`config.mk`:
```
export PLATFORM = sky130hd
export DESIGN_NAME = ctp_pwm
export DESIGN_NICKNAME = d
export VERILOG_FILES = /design/src/ctp_pkg.sv /design/src/ctp_pwm.sv
export SDC_FILE = /design/constraint.sdc
export NUM_CORES = 1
export LEC_CHECK = 0
export BUFFER_PORTS_ARGS = -buffer_cell sky130_fd_sc_hd__buf_2
export CORE_MARGIN = 8
export CORE_UTILIZATION = 68
export CTS_CLUSTER_DIAMETER = 100
export DETAILED_ROUTE_END_ITERATION = 16
export PLACE_DENSITY = 0.88
export SLEW_MARGIN = 5
export SYNTH_ARGS = -nofsm -noshare
export SYNTH_HDL_FRONTEND = slang
export SYNTH_SLANG_ARGS = --single-unit
```
`constraint.sdc`:
```
create_clock -name pclk -period 8.7 [get_ports pclk]
set_clock_uncertainty 0.2 [all_clocks]
set_input_delay 2.175 -clock pclk [delete_from_list [all_inputs] [get_ports pclk]]
set_output_delay 2.175 -clock pclk [all_outputs]
set_load 0.05 [all_outputs]
```
`src/ctp_pkg.sv`:
```
// Constants, register map and reset values of the three-phase complementary PWM block
package ctp_pkg;

  // Timing of the reference set-up, in its own units
  localparam int unsigned PCLK_NS    = 100;      // 10 MHz bus clock
  localparam int unsigned CARRIER_NS = 400000;   // 400 us carrier, 2.5 kHz
  localparam int unsigned DEAD_NS    = 4000;     // 4 us non-overlap
  localparam int unsigned REF_DIV    = 4;        // Reference counter prescale
  localparam int unsigned TICK_NS    = PCLK_NS * REF_DIV;

  // Derived counts in counter ticks; dead time is a least time, rounds up
  localparam logic [15:0] RST_DEAD  = 16'((DEAD_NS + TICK_NS - 1) / TICK_NS);
  localparam logic [15:0] RST_HALF  = 16'((CARRIER_NS / 2) / TICK_NS);
  localparam logic [15:0] RST_UPPER = 16'(((CARRIER_NS / 2) / TICK_NS) + ((DEAD_NS + TICK_NS - 1) / TICK_NS));
  localparam logic [15:0] RST_DUTY  = 16'((((CARRIER_NS / 2) / TICK_NS) + ((DEAD_NS + TICK_NS - 1) / TICK_NS)) / 2);

  // Byte offsets of the registers
  localparam logic [7:0] OFS_CTRL        = 8'h00;
  localparam logic [7:0] OFS_UPPER_CMP   = 8'h04;
  localparam logic [7:0] OFS_P1_CMP      = 8'h08;
  localparam logic [7:0] OFS_UPPER_BUF   = 8'h0c;
  localparam logic [7:0] OFS_P1_BUF      = 8'h10;
  localparam logic [7:0] OFS_P2_CMP      = 8'h14;
  localparam logic [7:0] OFS_P3_CMP      = 8'h18;
  localparam logic [7:0] OFS_P2_BUF      = 8'h1c;
  localparam logic [7:0] OFS_P3_BUF      = 8'h20;
  localparam logic [7:0] OFS_LEAD_CNT    = 8'h24;
  localparam logic [7:0] OFS_LAG_CNT     = 8'h28;
  localparam logic [7:0] OFS_DEAD        = 8'h2c;
  localparam logic [7:0] OFS_HALF        = 8'h30;
  localparam logic [7:0] OFS_HALF_BUF    = 8'h34;
  localparam logic [7:0] OFS_STATUS      = 8'h38;

  // Control register fields
  localparam int unsigned CTRL_W          = 9;
  localparam int unsigned CTRL_RUN_BIT    = 0;
  localparam int unsigned CTRL_NODEAD_BIT = 1;
  localparam int unsigned CTRL_TOG_BIT    = 2;
  localparam int unsigned CTRL_NEG_LVL    = 3;
  localparam int unsigned CTRL_POS_LVL    = 4;
  localparam int unsigned CTRL_PRE_LSB    = 5;
  localparam int unsigned CTRL_MODE_LSB   = 7;
  localparam logic [CTRL_W-1:0] CTRL_RST  = 9'h1a4;  // Toggle on, divide by 4, mode 3

  // Transfer mode bits: crest, trough; both set is mode 3
  localparam int unsigned MODE_CREST_BIT  = 0;
  localparam int unsigned MODE_TROUGH_BIT = 1;

  // Prescaler selections
  localparam logic [1:0] PRE_DIV1  = 2'h0;
  localparam logic [1:0] PRE_DIV4  = 2'h1;
  localparam logic [1:0] PRE_DIV16 = 2'h2;
  localparam logic [5:0] PRE_LIM1  = 6'h00;
  localparam logic [5:0] PRE_LIM4  = 6'h03;
  localparam logic [5:0] PRE_LIM16 = 6'h0f;
  localparam logic [5:0] PRE_LIM64 = 6'h3f;

endpackage

```
`src/ctp_pwm.sv`:
```
// Three-phase complementary PWM generator with APB register access
`timescale 1ns/1ps

module ctp_pwm (
  input  wire logic        pclk,                 // Bus and counter clock
  input  wire logic        presetn,              // Async reset, active low
  input  wire logic        psel,                 // APB select
  input  wire logic        penable,              // APB enable
  input  wire logic        pwrite,               // APB write
  input  wire logic [7:0]  paddr,                // APB byte address
  input  wire logic [31:0] pwdata,               // APB write data
  output logic      [31:0] prdata,               // APB read data
  output logic             pready,               // APB ready
  output logic             pslverr,              // APB error, unmapped address
  output logic             carrier_toggle_out,   // Toggles once per carrier
  output logic             phase1_positive_out,  // Phase 1 positive pin
  output logic             phase1_inverse_out,   // Phase 1 inverse pin
  output logic             phase2_positive_out,  // Phase 2 positive pin
  output logic             phase2_inverse_out,   // Phase 2 inverse pin
  output logic             phase3_positive_out,  // Phase 3 positive pin
  output logic             phase3_inverse_out,   // Phase 3 inverse pin
  output logic             compare_req           // One-cycle pulse at crest
);
  import ctp_pkg::*;

  logic [CTRL_W-1:0] ctrl_q;
  logic [15:0]       upper_cmp_q;
  logic [15:0]       upper_buf_q;
  logic [15:0]       upper_stage_q;
  logic [15:0]       half_q;
  logic [15:0]       half_buf_q;
  logic [15:0]       half_stage_q;
  logic [15:0]       dead_q;
  logic [15:0]       duty_cmp_q   [3];
  logic [15:0]       duty_buf_q   [3];
  logic [15:0]       duty_stage_q [3];
  logic [15:0]       lead_q;
  logic [15:0]       lag_q;
  logic              lead_dn_q;
  logic              lag_dn_q;
  logic              started_q;
  logic              pend_q;
  logic [5:0]        pre_cnt_q;
  logic [5:0]        pre_lim;
  logic              pready_q;
  logic              pslverr_q;
  logic [31:0]       prdata_q;
  logic [31:0]       rd_data;
  logic              rd_err;
  logic              car_q;
  logic              req_q;
  logic [2:0]        pos_out_q;
  logic [2:0]        inv_out_q;
  logic [2:0]        pos_on_q;
  logic [2:0]        inv_on_q;
  logic              run;
  logic              tick;
  logic              crest_evt;
  logic              trough_evt;
  logic              xfer;
  logic              wr_en;
  logic              arm;
  logic [1:0]        mode;

  assign run   = ctrl_q[CTRL_RUN_BIT];
  assign mode  = ctrl_q[CTRL_MODE_LSB +: 2];
  assign wr_en = psel && penable && pready_q && pwrite;
  assign arm   = wr_en && (paddr == OFS_P3_BUF);

  // Bus answers come from flops, one wait-free access phase
  assign prdata  = prdata_q;
  assign pready  = pready_q;
  assign pslverr = pslverr_q;

  // Read decode; staging registers deliberately absent
  always_comb begin
    rd_data = 32'h0000_0000;
    rd_err  = 1'b0;
    if (paddr == OFS_CTRL) begin
      rd_data = {23'h000000, ctrl_q};
    end else if (paddr == OFS_UPPER_CMP) begin
      rd_data = {16'h0000, upper_cmp_q};
    end else if (paddr == OFS_P1_CMP) begin
      rd_data = {16'h0000, duty_cmp_q[0]};
    end else if (paddr == OFS_UPPER_BUF) begin
      rd_data = {16'h0000, upper_buf_q};
    end else if (paddr == OFS_P1_BUF) begin
      rd_data = {16'h0000, duty_buf_q[0]};
    end else if (paddr == OFS_P2_CMP) begin
      rd_data = {16'h0000, duty_cmp_q[1]};
    end else if (paddr == OFS_P3_CMP) begin
      rd_data = {16'h0000, duty_cmp_q[2]};
    end else if (paddr == OFS_P2_BUF) begin
      rd_data = {16'h0000, duty_buf_q[1]};
    end else if (paddr == OFS_P3_BUF) begin
      rd_data = {16'h0000, duty_buf_q[2]};
    end else if (paddr == OFS_LEAD_CNT) begin
      rd_data = {16'h0000, lead_q};
    end else if (paddr == OFS_LAG_CNT) begin
      rd_data = {16'h0000, lag_q};
    end else if (paddr == OFS_DEAD) begin
      rd_data = {16'h0000, dead_q};
    end else if (paddr == OFS_HALF) begin
      rd_data = {16'h0000, half_q};
    end else if (paddr == OFS_HALF_BUF) begin
      rd_data = {16'h0000, half_buf_q};
    end else if (paddr == OFS_STATUS) begin
      rd_data = {28'h0000000, started_q, pend_q, lag_dn_q, lead_dn_q};
    end else begin
      rd_err = 1'b1;
    end
  end

  // APB answer captured in the setup cycle
  always_ff @(posedge pclk or negedge presetn) begin
    if (!presetn) begin
      pready_q  <= 1'b0;
      pslverr_q <= 1'b0;
      prdata_q  <= 32'h0000_0000;
    end else begin
      pready_q <= psel && !penable;
      if (psel && !penable) begin
        pslverr_q <= rd_err;
        prdata_q  <= pwrite ? 32'h0000_0000 : rd_data;
      end else begin
        pslverr_q <= 1'b0;
      end
    end
  end

  // Control and dead-time registers
  always_ff @(posedge pclk or negedge presetn) begin
    if (!presetn) begin
      ctrl_q <= CTRL_RST;
      dead_q <= RST_DEAD;
    end else if (wr_en && paddr == OFS_CTRL) begin
      ctrl_q <= pwdata[CTRL_W-1:0];
    end else if (wr_en && paddr == OFS_DEAD) begin
      dead_q <= pwdata[15:0];
    end
  end

  // Prescaler selection
  always_comb begin
    case (ctrl_q[CTRL_PRE_LSB +: 2])
      PRE_DIV1:  pre_lim = PRE_LIM1;
      PRE_DIV4:  pre_lim = PRE_LIM4;
      PRE_DIV16: pre_lim = PRE_LIM16;
      default:   pre_lim = PRE_LIM64;
    endcase
  end

  assign tick = started_q && (pre_cnt_q == pre_lim);

  // Prescaler restarts with the counters so both phases stay aligned
  always_ff @(posedge pclk or negedge presetn) begin
    if (!presetn) begin
      pre_cnt_q <= 6'h00;
    end else if (!run || !started_q || tick) begin
      pre_cnt_q <= 6'h00;
    end else begin
      pre_cnt_q <= pre_cnt_q + 6'h01;
    end
  end

  assign crest_evt  = tick && !lead_dn_q && (lead_q == upper_cmp_q);
  assign trough_evt = tick && lag_dn_q && (lag_q == 16'h0000);
  assign xfer       = pend_q && ((crest_evt && mode[MODE_CREST_BIT]) ||
                                 (trough_evt && mode[MODE_TROUGH_BIT]));

  // Lead and lag counters; lead stays dead-time ahead of lag
  always_ff @(posedge pclk or negedge presetn) begin
    if (!presetn) begin
      started_q <= 1'b0;
      lead_q    <= 16'h0000;
      lag_q     <= 16'h0000;
      lead_dn_q <= 1'b0;
      lag_dn_q  <= 1'b0;
    end else if (!run) begin
      started_q <= 1'b0;
      if (wr_en && paddr == OFS_LEAD_CNT) begin
        lead_q <= pwdata[15:0];
      end else if (wr_en && paddr == OFS_LAG_CNT) begin
        lag_q <= pwdata[15:0];
      end
    end else if (!started_q) begin
      started_q <= 1'b1;
      lead_q    <= dead_q;
      lag_q     <= 16'h0000;
      lead_dn_q <= 1'b0;
      lag_dn_q  <= 1'b0;
    end else if (tick) begin
      if (!lead_dn_q && lead_q == upper_cmp_q) begin
        lead_dn_q <= 1'b1;
        lead_q    <= lead_q - 16'h0001;
      end else if (lead_dn_q && lead_q == dead_q) begin
        lead_dn_q <= 1'b0;
        lead_q    <= lead_q + 16'h0001;
      end else begin
        lead_q <= lead_dn_q ? lead_q - 16'h0001 : lead_q + 16'h0001;
      end
      if (!lag_dn_q && lag_q == half_q) begin
        lag_dn_q <= 1'b1;
        lag_q    <= lag_q - 16'h0001;
      end else if (lag_dn_q && lag_q == 16'h0000) begin
        lag_dn_q <= 1'b0;
        lag_q    <= lag_q + 16'h0001;
      end else begin
        lag_q <= lag_dn_q ? lag_q - 16'h0001 : lag_q + 16'h0001;
      end
    end
  end

  // Transfer armed by the last buffer write; arming beats a clearing transfer
  always_ff @(posedge pclk or negedge presetn) begin
    if (!presetn) begin
      pend_q <= 1'b0;
    end else if (arm) begin
      pend_q <= 1'b1;
    end else if (xfer) begin
      pend_q <= 1'b0;
    end
  end

  // Buffer registers are always writable
  always_ff @(posedge pclk or negedge presetn) begin
    if (!presetn) begin
      upper_buf_q   <= RST_UPPER;
      half_buf_q    <= RST_HALF;
      duty_buf_q[0] <= RST_DUTY;
      duty_buf_q[1] <= RST_DUTY;
      duty_buf_q[2] <= RST_DUTY;
    end else if (wr_en) begin
      if (paddr == OFS_UPPER_BUF) begin
        upper_buf_q <= pwdata[15:0];
      end else if (paddr == OFS_HALF_BUF) begin
        half_buf_q <= pwdata[15:0];
      end else if (paddr == OFS_P1_BUF) begin
        duty_buf_q[0] <= pwdata[15:0];
      end else if (paddr == OFS_P2_BUF) begin
        duty_buf_q[1] <= pwdata[15:0];
      end else if (paddr == OFS_P3_BUF) begin
        duty_buf_q[2] <= pwdata[15:0];
      end
    end
  end

  // Staging snapshot; phase-three word taken from the bus as it lands
  always_ff @(posedge pclk or negedge presetn) begin
    if (!presetn) begin
      upper_stage_q   <= RST_UPPER;
      half_stage_q    <= RST_HALF;
      duty_stage_q[0] <= RST_DUTY;
      duty_stage_q[1] <= RST_DUTY;
      duty_stage_q[2] <= RST_DUTY;
    end else if (arm) begin
      upper_stage_q   <= upper_buf_q;
      half_stage_q    <= half_buf_q;
      duty_stage_q[0] <= duty_buf_q[0];
      duty_stage_q[1] <= duty_buf_q[1];
      duty_stage_q[2] <= pwdata[15:0];
    end
  end

  // Active compares: staging at transfer points, direct writes only when stopped
  always_ff @(posedge pclk or negedge presetn) begin
    if (!presetn) begin
      upper_cmp_q   <= RST_UPPER;
      half_q        <= RST_HALF;
      duty_cmp_q[0] <= RST_DUTY;
      duty_cmp_q[1] <= RST_DUTY;
      duty_cmp_q[2] <= RST_DUTY;
    end else if (xfer) begin
      upper_cmp_q   <= upper_stage_q;
      half_q        <= half_stage_q;
      duty_cmp_q[0] <= duty_stage_q[0];
      duty_cmp_q[1] <= duty_stage_q[1];
      duty_cmp_q[2] <= duty_stage_q[2];
    end else if (wr_en && !run) begin
      if (paddr == OFS_UPPER_CMP) begin
        upper_cmp_q <= pwdata[15:0];
      end else if (paddr == OFS_HALF) begin
        half_q <= pwdata[15:0];
      end else if (paddr == OFS_P1_CMP) begin
        duty_cmp_q[0] <= pwdata[15:0];
      end else if (paddr == OFS_P2_CMP) begin
        duty_cmp_q[1] <= pwdata[15:0];
      end else if (paddr == OFS_P3_CMP) begin
        duty_cmp_q[2] <= pwdata[15:0];
      end
    end
  end

  // Carrier toggle output and compare request
  always_ff @(posedge pclk or negedge presetn) begin
    if (!presetn) begin
      car_q <= 1'b1;
      req_q <= 1'b0;
    end else begin
      req_q <= crest_evt;
      if (!ctrl_q[CTRL_TOG_BIT]) begin
        car_q <= 1'b1;
      end else if (crest_evt) begin
        car_q <= ~car_q;
      end
    end
  end

  assign carrier_toggle_out = car_q;
  assign compare_req        = req_q;

  // One pair per duty compare; the gap is where lag sits within dead of duty
  for (genvar i = 0; i < 3; i++) begin : g_phase
    logic [16:0] lag_plus_dead;
    logic        pos_on;
    logic        inv_on;
    assign lag_plus_dead = {1'b0, lag_q} + {1'b0, dead_q};
    assign pos_on = started_q && (duty_cmp_q[i] < upper_cmp_q) && (lag_q >= duty_cmp_q[i]);
    assign inv_on = started_q && (ctrl_q[CTRL_NODEAD_BIT] ? !pos_on :
                    ((duty_cmp_q[i] >= upper_cmp_q) || (lag_plus_dead < {1'b0, duty_cmp_q[i]})));

    // Level select maps on/off onto the pin; select 0 means active low
    always_ff @(posedge pclk or negedge presetn) begin
      if (!presetn) begin
        pos_on_q[i]  <= 1'b0;
        inv_on_q[i]  <= 1'b0;
        pos_out_q[i] <= 1'b1;
        inv_out_q[i] <= 1'b1;
      end else begin
        pos_on_q[i]  <= pos_on;
        inv_on_q[i]  <= inv_on;
        pos_out_q[i] <= ~(pos_on ^ ctrl_q[CTRL_POS_LVL]);
        inv_out_q[i] <= ~(inv_on ^ ctrl_q[CTRL_NEG_LVL]);
      end
    end

    pair_overlap_a: assert property (@(posedge pclk) disable iff (!presetn)
      !(pos_on_q[i] && inv_on_q[i]))
      else $error("positive and inverse both active");

    staging_path_a: assert property (@(posedge pclk) disable iff (!presetn)
      (run && $past(run) && duty_cmp_q[i] != $past(duty_cmp_q[i])) |-> $past(xfer))
      else $error("duty compare changed without staged transfer");

    zero_duty_a: assert property (@(posedge pclk) disable iff (!presetn)
      (started_q && duty_cmp_q[i] == 16'h0000) ##1 (duty_cmp_q[i] == 16'h0000) |-> pos_on_q[i] && !inv_on_q[i])
      else $error("zero duty does not hold positive on");
  end

  assign phase1_positive_out = pos_out_q[0];
  assign phase1_inverse_out  = inv_out_q[0];
  assign phase2_positive_out = pos_out_q[1];
  assign phase2_inverse_out  = inv_out_q[1];
  assign phase3_positive_out = pos_out_q[2];
  assign phase3_inverse_out  = inv_out_q[2];

  carrier_toggle_a: assert property (@(posedge pclk) disable iff (!presetn)
    (crest_evt && ctrl_q[CTRL_TOG_BIT]) |=> (car_q != $past(car_q)))
    else $error("carrier output did not toggle at crest");

  lead_reverse_a: assert property (@(posedge pclk) disable iff (!presetn)
    (crest_evt && run) |=> lead_dn_q && (lead_q == $past(lead_q) - 16'h0001))
    else $error("lead counter did not turn down at upper limit");

  lag_reverse_a: assert property (@(posedge pclk) disable iff (!presetn)
    (run && trough_evt) |=> !lag_dn_q && (lag_q == 16'h0001))
    else $error("lag counter did not turn up at zero");

  counter_start_a: assert property (@(posedge pclk) disable iff (!presetn)
    (run && !started_q) |=> (lead_q == $past(dead_q)) && (lag_q == 16'h0000) && started_q)
    else $error("counters did not start from dead time and zero");

  crest_request_a: assert property (@(posedge pclk) disable iff (!presetn)
    crest_evt |=> compare_req ##1 !compare_req)
    else $error("compare request not a single pulse at crest");

  both_transfer_a: assert property (@(posedge pclk) disable iff (!presetn)
    (pend_q && !arm && mode == 2'h3 && (crest_evt || trough_evt)) |=>
      (upper_cmp_q == $past(upper_stage_q)) && !pend_q)
    else $error("mode 3 transfer missed at crest or trough");

  half_locked_a: assert property (@(posedge pclk) disable iff (!presetn)
    (run && !xfer && wr_en && paddr == OFS_HALF) |=> (half_q == $past(half_q)))
    else $error("half cycle written directly while running");

endmodule

```
* Word-level counts from Yosys, hierarchy flattened
Index checks and enable logic that the tools add are counted.
Cells by class: add/sub/neg operators 6, order comparisons 12, equal/unequal tests 30, mux-type cells 81, bitwise logic cells 18, reduce and logical (&&, ||, !) cells 72
Operators with widths (number):
- 16-bit 2-to-1 mux | 37
- 48-bit 2-to-1 mux | 4
- 32-bit 2-to-1 mux | 5
- 16-bit greater-or-equal comparator | 6
- 8-bit by 6-bit equality test with 1-bit output, second input constant | 7
- 17-bit by 16-bit less-than comparator with 1-bit output | 3
- 16-bit equality test | 3
- 16-bit less-than comparator | 3
- 16-bit by 1-bit adder with 16-bit output, second input constant | 2
- 8-bit by 5-bit equality test with 1-bit output, second input constant | 4
- 1-bit 2-to-1 mux | 32
- 16-bit by 1-bit subtractor with 16-bit output, second input constant | 2
- 1-bit logical AND | 31
- 6-bit case mux with 3 select lines | 1
- 2-bit nonzero test | 9
- 16-bit by 16-bit adder with 17-bit output | 1
- 8-bit by 4-bit equality test with 1-bit output, second input constant | 2
- 16-bit zero test | 1
- 3-bit AND reduction | 5
- 1-bit inverter | 12
- 6-bit AND reduction | 2
- 2-bit != test, second input constant | 5
- 5-bit AND reduction | 2
- 8-bit by 3-bit equality test with 1-bit output, second input constant | 1
- 16 further kinds | 39
Storage, ports and cells: register bits 349, input bits 45, word-level logic and storage cells 254

* Logic depth before layout (Yosys ltp)
word-level depth 17, gate-level depth with buffers 17

* Least setup slack after synthesis
OpenSTA, ideal clock, no wires.
path kind in2reg, start point in paddr[4], end point reg duty_cmp_q[11] (netlist bit), library setup time 0.135 ns, arrival 4.403 ns, required time 8.365 ns, slack 3.962 ns, cell stages on the path 9, path buffers 3, path through buf_2 > nor4bb_1 > nand2_1 > and3_1 > clkbuf_1 > nand2_1 > clkbuf_1 > mux2i_1 > o21ai_0
On the way: cells in the longest elaborated chain, start to end 3, elaborated cells on any way between the ends 11, those cells by class 9 x eq/ne; 2 x reduce/logical
Ends and longest elaborated chain:
- start, declared | RTL line ctp_pwm.sv:10 | input wire logic [7:0] paddr,
- 8-bit by 5-bit equality test with 1-bit output, or another cell as far along | RTL line ctp_pwm.sv:286 | end else if (paddr == OFS_P2_CMP) begin
- 2-bit != test (no line) or 2-bit nonzero test (tied branches)
- 6-bit AND reduction (no line) (*)
- end, declared | RTL line ctp_pwm.sv:34 | logic [15:0] duty_cmp_q [3];
Every way passes the cells marked *; elsewhere a longest branch is shown, timed or not. A chain may end at the register's enable or synchronous reset.

* Worst setup path after layout
start point in paddr[2], end point reg duty_buf_q[27] (netlist bit)
On the way: cells in the longest elaborated chain, start to end 3, elaborated cells on any way between the ends 8, those cells by class 4 x eq/ne; 3 x bitwise; 1 x reduce/logical
Ends and longest elaborated chain:
- 8-bit by 5-bit equality test with 1-bit output, or another cell as far along | RTL line ctp_pwm.sv:238 | end else if (paddr == OFS_P1_BUF) begin
- 1-bit inverter (no line)
- 5-bit AND reduction (no line) (*)
- end, declared | RTL line ctp_pwm.sv:35 | logic [15:0] duty_buf_q [3];
Marked as above.

==> impl_metrics.py <==
metrics = {
    "grt": {
        "antenna_found_initial": 2,
        "grt_usage_pct": 41.8,
        "grt_pass1_wl_um": 116000,
        "grt_max_degree": 129,
        "grt.overflow.total": 0,
        "grt_pass1_vias": 19200,
    },
    "timing": {
        "slew_viol_final": 0,
        "fin_crit_sh_pct": 66.5,
        "setup_violations": 0,
        "hold_viol_final": 0,
        "fin_ws_ps": 2920,
        "rsz0062_at_grt": "no",
        "max_freq_mhz": 173,
        "tightestPinTransition_ps": 1230,
        "slew_headroom_pct": 18.2,
        "finalSetupTns_ps": 0,
        "fin_crit_ps": 5780,
    },
    "worst_setup_path": {
        "crit_arrival_ps": 6010,
        "worst_ep_required_time_ps": 8930,
        "crit_fanout": 42,
        "cp-start-kind": "input pin",
        "worst_setup_path_end_kind": "flop",
        "crit_type": "in2reg",
    },
    "power_and_ir_drop": {
        "max-vdd-ir-drop_mv": 0.249,
        "p_per_area_nw_per_um2": 153,
        "leakage_nw": 11.5,
    },
    "synth": {
        "ys_top_cells_by_count": "nand2_1 (502), dfrtp_1 (206), o21ai_0 (174)",
        "yosysMostFrequentCell": "nand2_1",
        "yosysTopAreaCellShare_pct": 24.3,
        "ys_ff_latch": 333,
        "syn_avg_cell_area_um2": 8.94,
        "syn_inst": 2372,
        "ys_types": 83,
        "synthArstFlopShare_pct": 100,
        "seq_area_frac_synth_pct": 40.1,
        "synth_area_um2": 21200,
        "synthTopCellsByArea": "dfrtp_1 (24%), dfstp_2 (16%), ha_1 (9.6%)",
        "yosysWarnings": 0,
        "synth_top_cell_by_area": "dfrtp_1",
        "synth_top_flop_cell": "dfrtp_1",
        "synth_edf_count": 0,
    },
    "clocking": {
        "cts_resized": 0,
        "cts-buffers-inserted": 37,
        "cts_setup_buffers": 0,
        "cts-root-buf": "clkbuf_16",
        "clockBufferDepth": 3,
        "hold_buffers": 0,
        "cts_tree": "built",
        "clk_latency_ps": 550,
        "clock_sinks": 333,
        "cts.htree.levels": 2,
        "cts.reportedPaths.clkPinSlew_ps": 60,
    },
    "detailed_routing": {
        "drtPass1Iterations": 6,
        "drc_errors": 0,
        "drt_wl_total_um": 77400,
        "dr.first_iter.drc_count": 2688,
        "drt-wirelength-per-cell_um": 27.9,
        "viasPerCell": 7.05,
        "ant_nets": 0,
        "via_count": 19600,
    },
    "floorplanning": {
        "start_util_pct": 69.1,
        "dieArea_um2": 37100,
        "io_pins": 87,
        "coreArea_um2": 30700,
        "die_w_um": 193,
        "fp-row-count": 64,
        "die_h_um": 193,
    },
    "placed_design": {
        "dpl.hpwl_um": 54500,
        "gp_congestion": 1.03,
        "postPlaceCellArea_um2": 21600,
        "io_buffers": 54,
        "place_ws_ps": 2670,
    },
    "final_layout": {
        "syn_to_final_growth_pct": 7.98,
        "final_area_um2": 22900,
        "final_net_count": 2559,
        "drive_gt1_share_pct": 15.2,
    },
    "flow_run": {
        "cap_violations": 0,
    },
    "outcome": {
        "status": "finished, final reports clean",
    },
    "min_path": {
        "hold_path.class": "reg2reg",
    },
}
-- worst max-delay path: stages --
cell and delay, ps:
buf_2 590, nand2_1 620, nor3_4 1040, nand2_1 990
mux2_2 570
-- logic make-up after synthesis --
kind of cell	Yosys count	synth area share, %
compound gates	539	16.5
xor+xnor	77	3.18
fa+ha+maj	163	9.66
buf+inv	254	5.04
flops	333	40.1
mux	167	8.32
other cells	1	0.0177
simple gates	838	17.3
-- sequential cells by signal, summed over array words and instances, names as in the netlist, 9 cells and up --
name	cells
half_buf_q	16
upper_stage_q	16
duty_stage_q	48
upper_cmp_q	16
dead_q	16
ctrl_q	9
prdata	16
duty_buf_q	48
lag_q	16
half_stage_q	16
duty_cmp_q	48
lead_q	16
half_q	16
upper_buf_q	16
-- cell type report --
| cell class | instances | area [µm²] |
|---|---|---|
| flip-flops and latches | 333 | 8490 |
| clock inverters | 13 | 198 |
| diodes | 1 | 2.50 |
| clock buffers | 54 | 1090 |
| repair buffers | 82 | 515 |
| multi-input cells | 1800 | 11700 |
| fillers | 2118 | 7780 |
| well taps | 396 | 495 |
| inverters | 97 | 364 |
-- through the flow --
stage	utilization (%)	hold slack, ps	cells	power, mW
6_report	74.6	257	2776	3.51
3_5_place_dp	70.4	248	2708	1.84
4_1_cts	74.6	258	2775	3.49
3_3_place_gp	70.4	245	2708	1.84
5_1_grt	74.6	264	2775	3.59
2_1_floorplan	-	212	2387	1.74
-- metal layers --
layer  routed length [µm]  track usage, %
met1                28000            53.1
met2                31800            60.2
met3                12100            15.9
met4                 5500            24.5
met5                    0               0
-- path summary, 6_finish.rpt --
path / cells after the start / slack, ps / start / end
worst min register to register: 2 / 260 / duty_stage_q[35] / duty_stage_q[35]
worst max register to register: 16 / 3460 / lag_q[1] / phase2_inverse_out
max in group asynchronous: 2 / 5430 / presetn / half_stage_q[10]
worst max-delay path: 5 / 2920 / paddr[2] / duty_buf_q[27]
worst min-delay path: 2 / 260 / duty_stage_q[35] / duty_stage_q[35]
min in group asynchronous: 1 / 1450 / presetn / duty_cmp_q[45]
-- where the power goes --
part	leakage [nW]	internal (mW)	switching, mW
logic	6.97	0.0574	0.174
clock network	0.632	0.998	0.684
registers	3.93	1.57	0.0324
total	11.5	2.62	0.891
-- cell usage in the layout, fill, tap and decap left out, types with 8 or more instances in the layout --
master	synthesis	routed
o22ai_1	33	33
a221oi_1	20	20
mux2i_1	93	93
nand4_1	34	34
nor2_1	110	108
nand3_1	55	55
a22oi_1	33	33
buf_2	5	53
xor2_1	44	44
dfrtp_1	206	206
o211ai_1	17	17
ha_1	162	162
a21o_1	27	27
xnor2_1	33	33
o21ai_0	174	174
a221o_1	10	10
o221ai_1	16	16
inv_1	95	95
and2_1	9	9
clkbuf_16	0	37
a31oi_1	23	23
o21a_1	9	9
buf_4	25	26
o21ai_1	27	27
a211oi_1	19	19
nand2_1	502	501
nor2b_1	8	8
clkbuf_8	0	10
conb_1	1	16
and3_1	13	13
nor3_1	40	37
a21oi_1	66	66
mux2_2	74	74
nor4_1	13	13
dfstp_2	127	127
nand2b_1	19	19
or3_1	8	8
(Power assumes the default switching activity.)
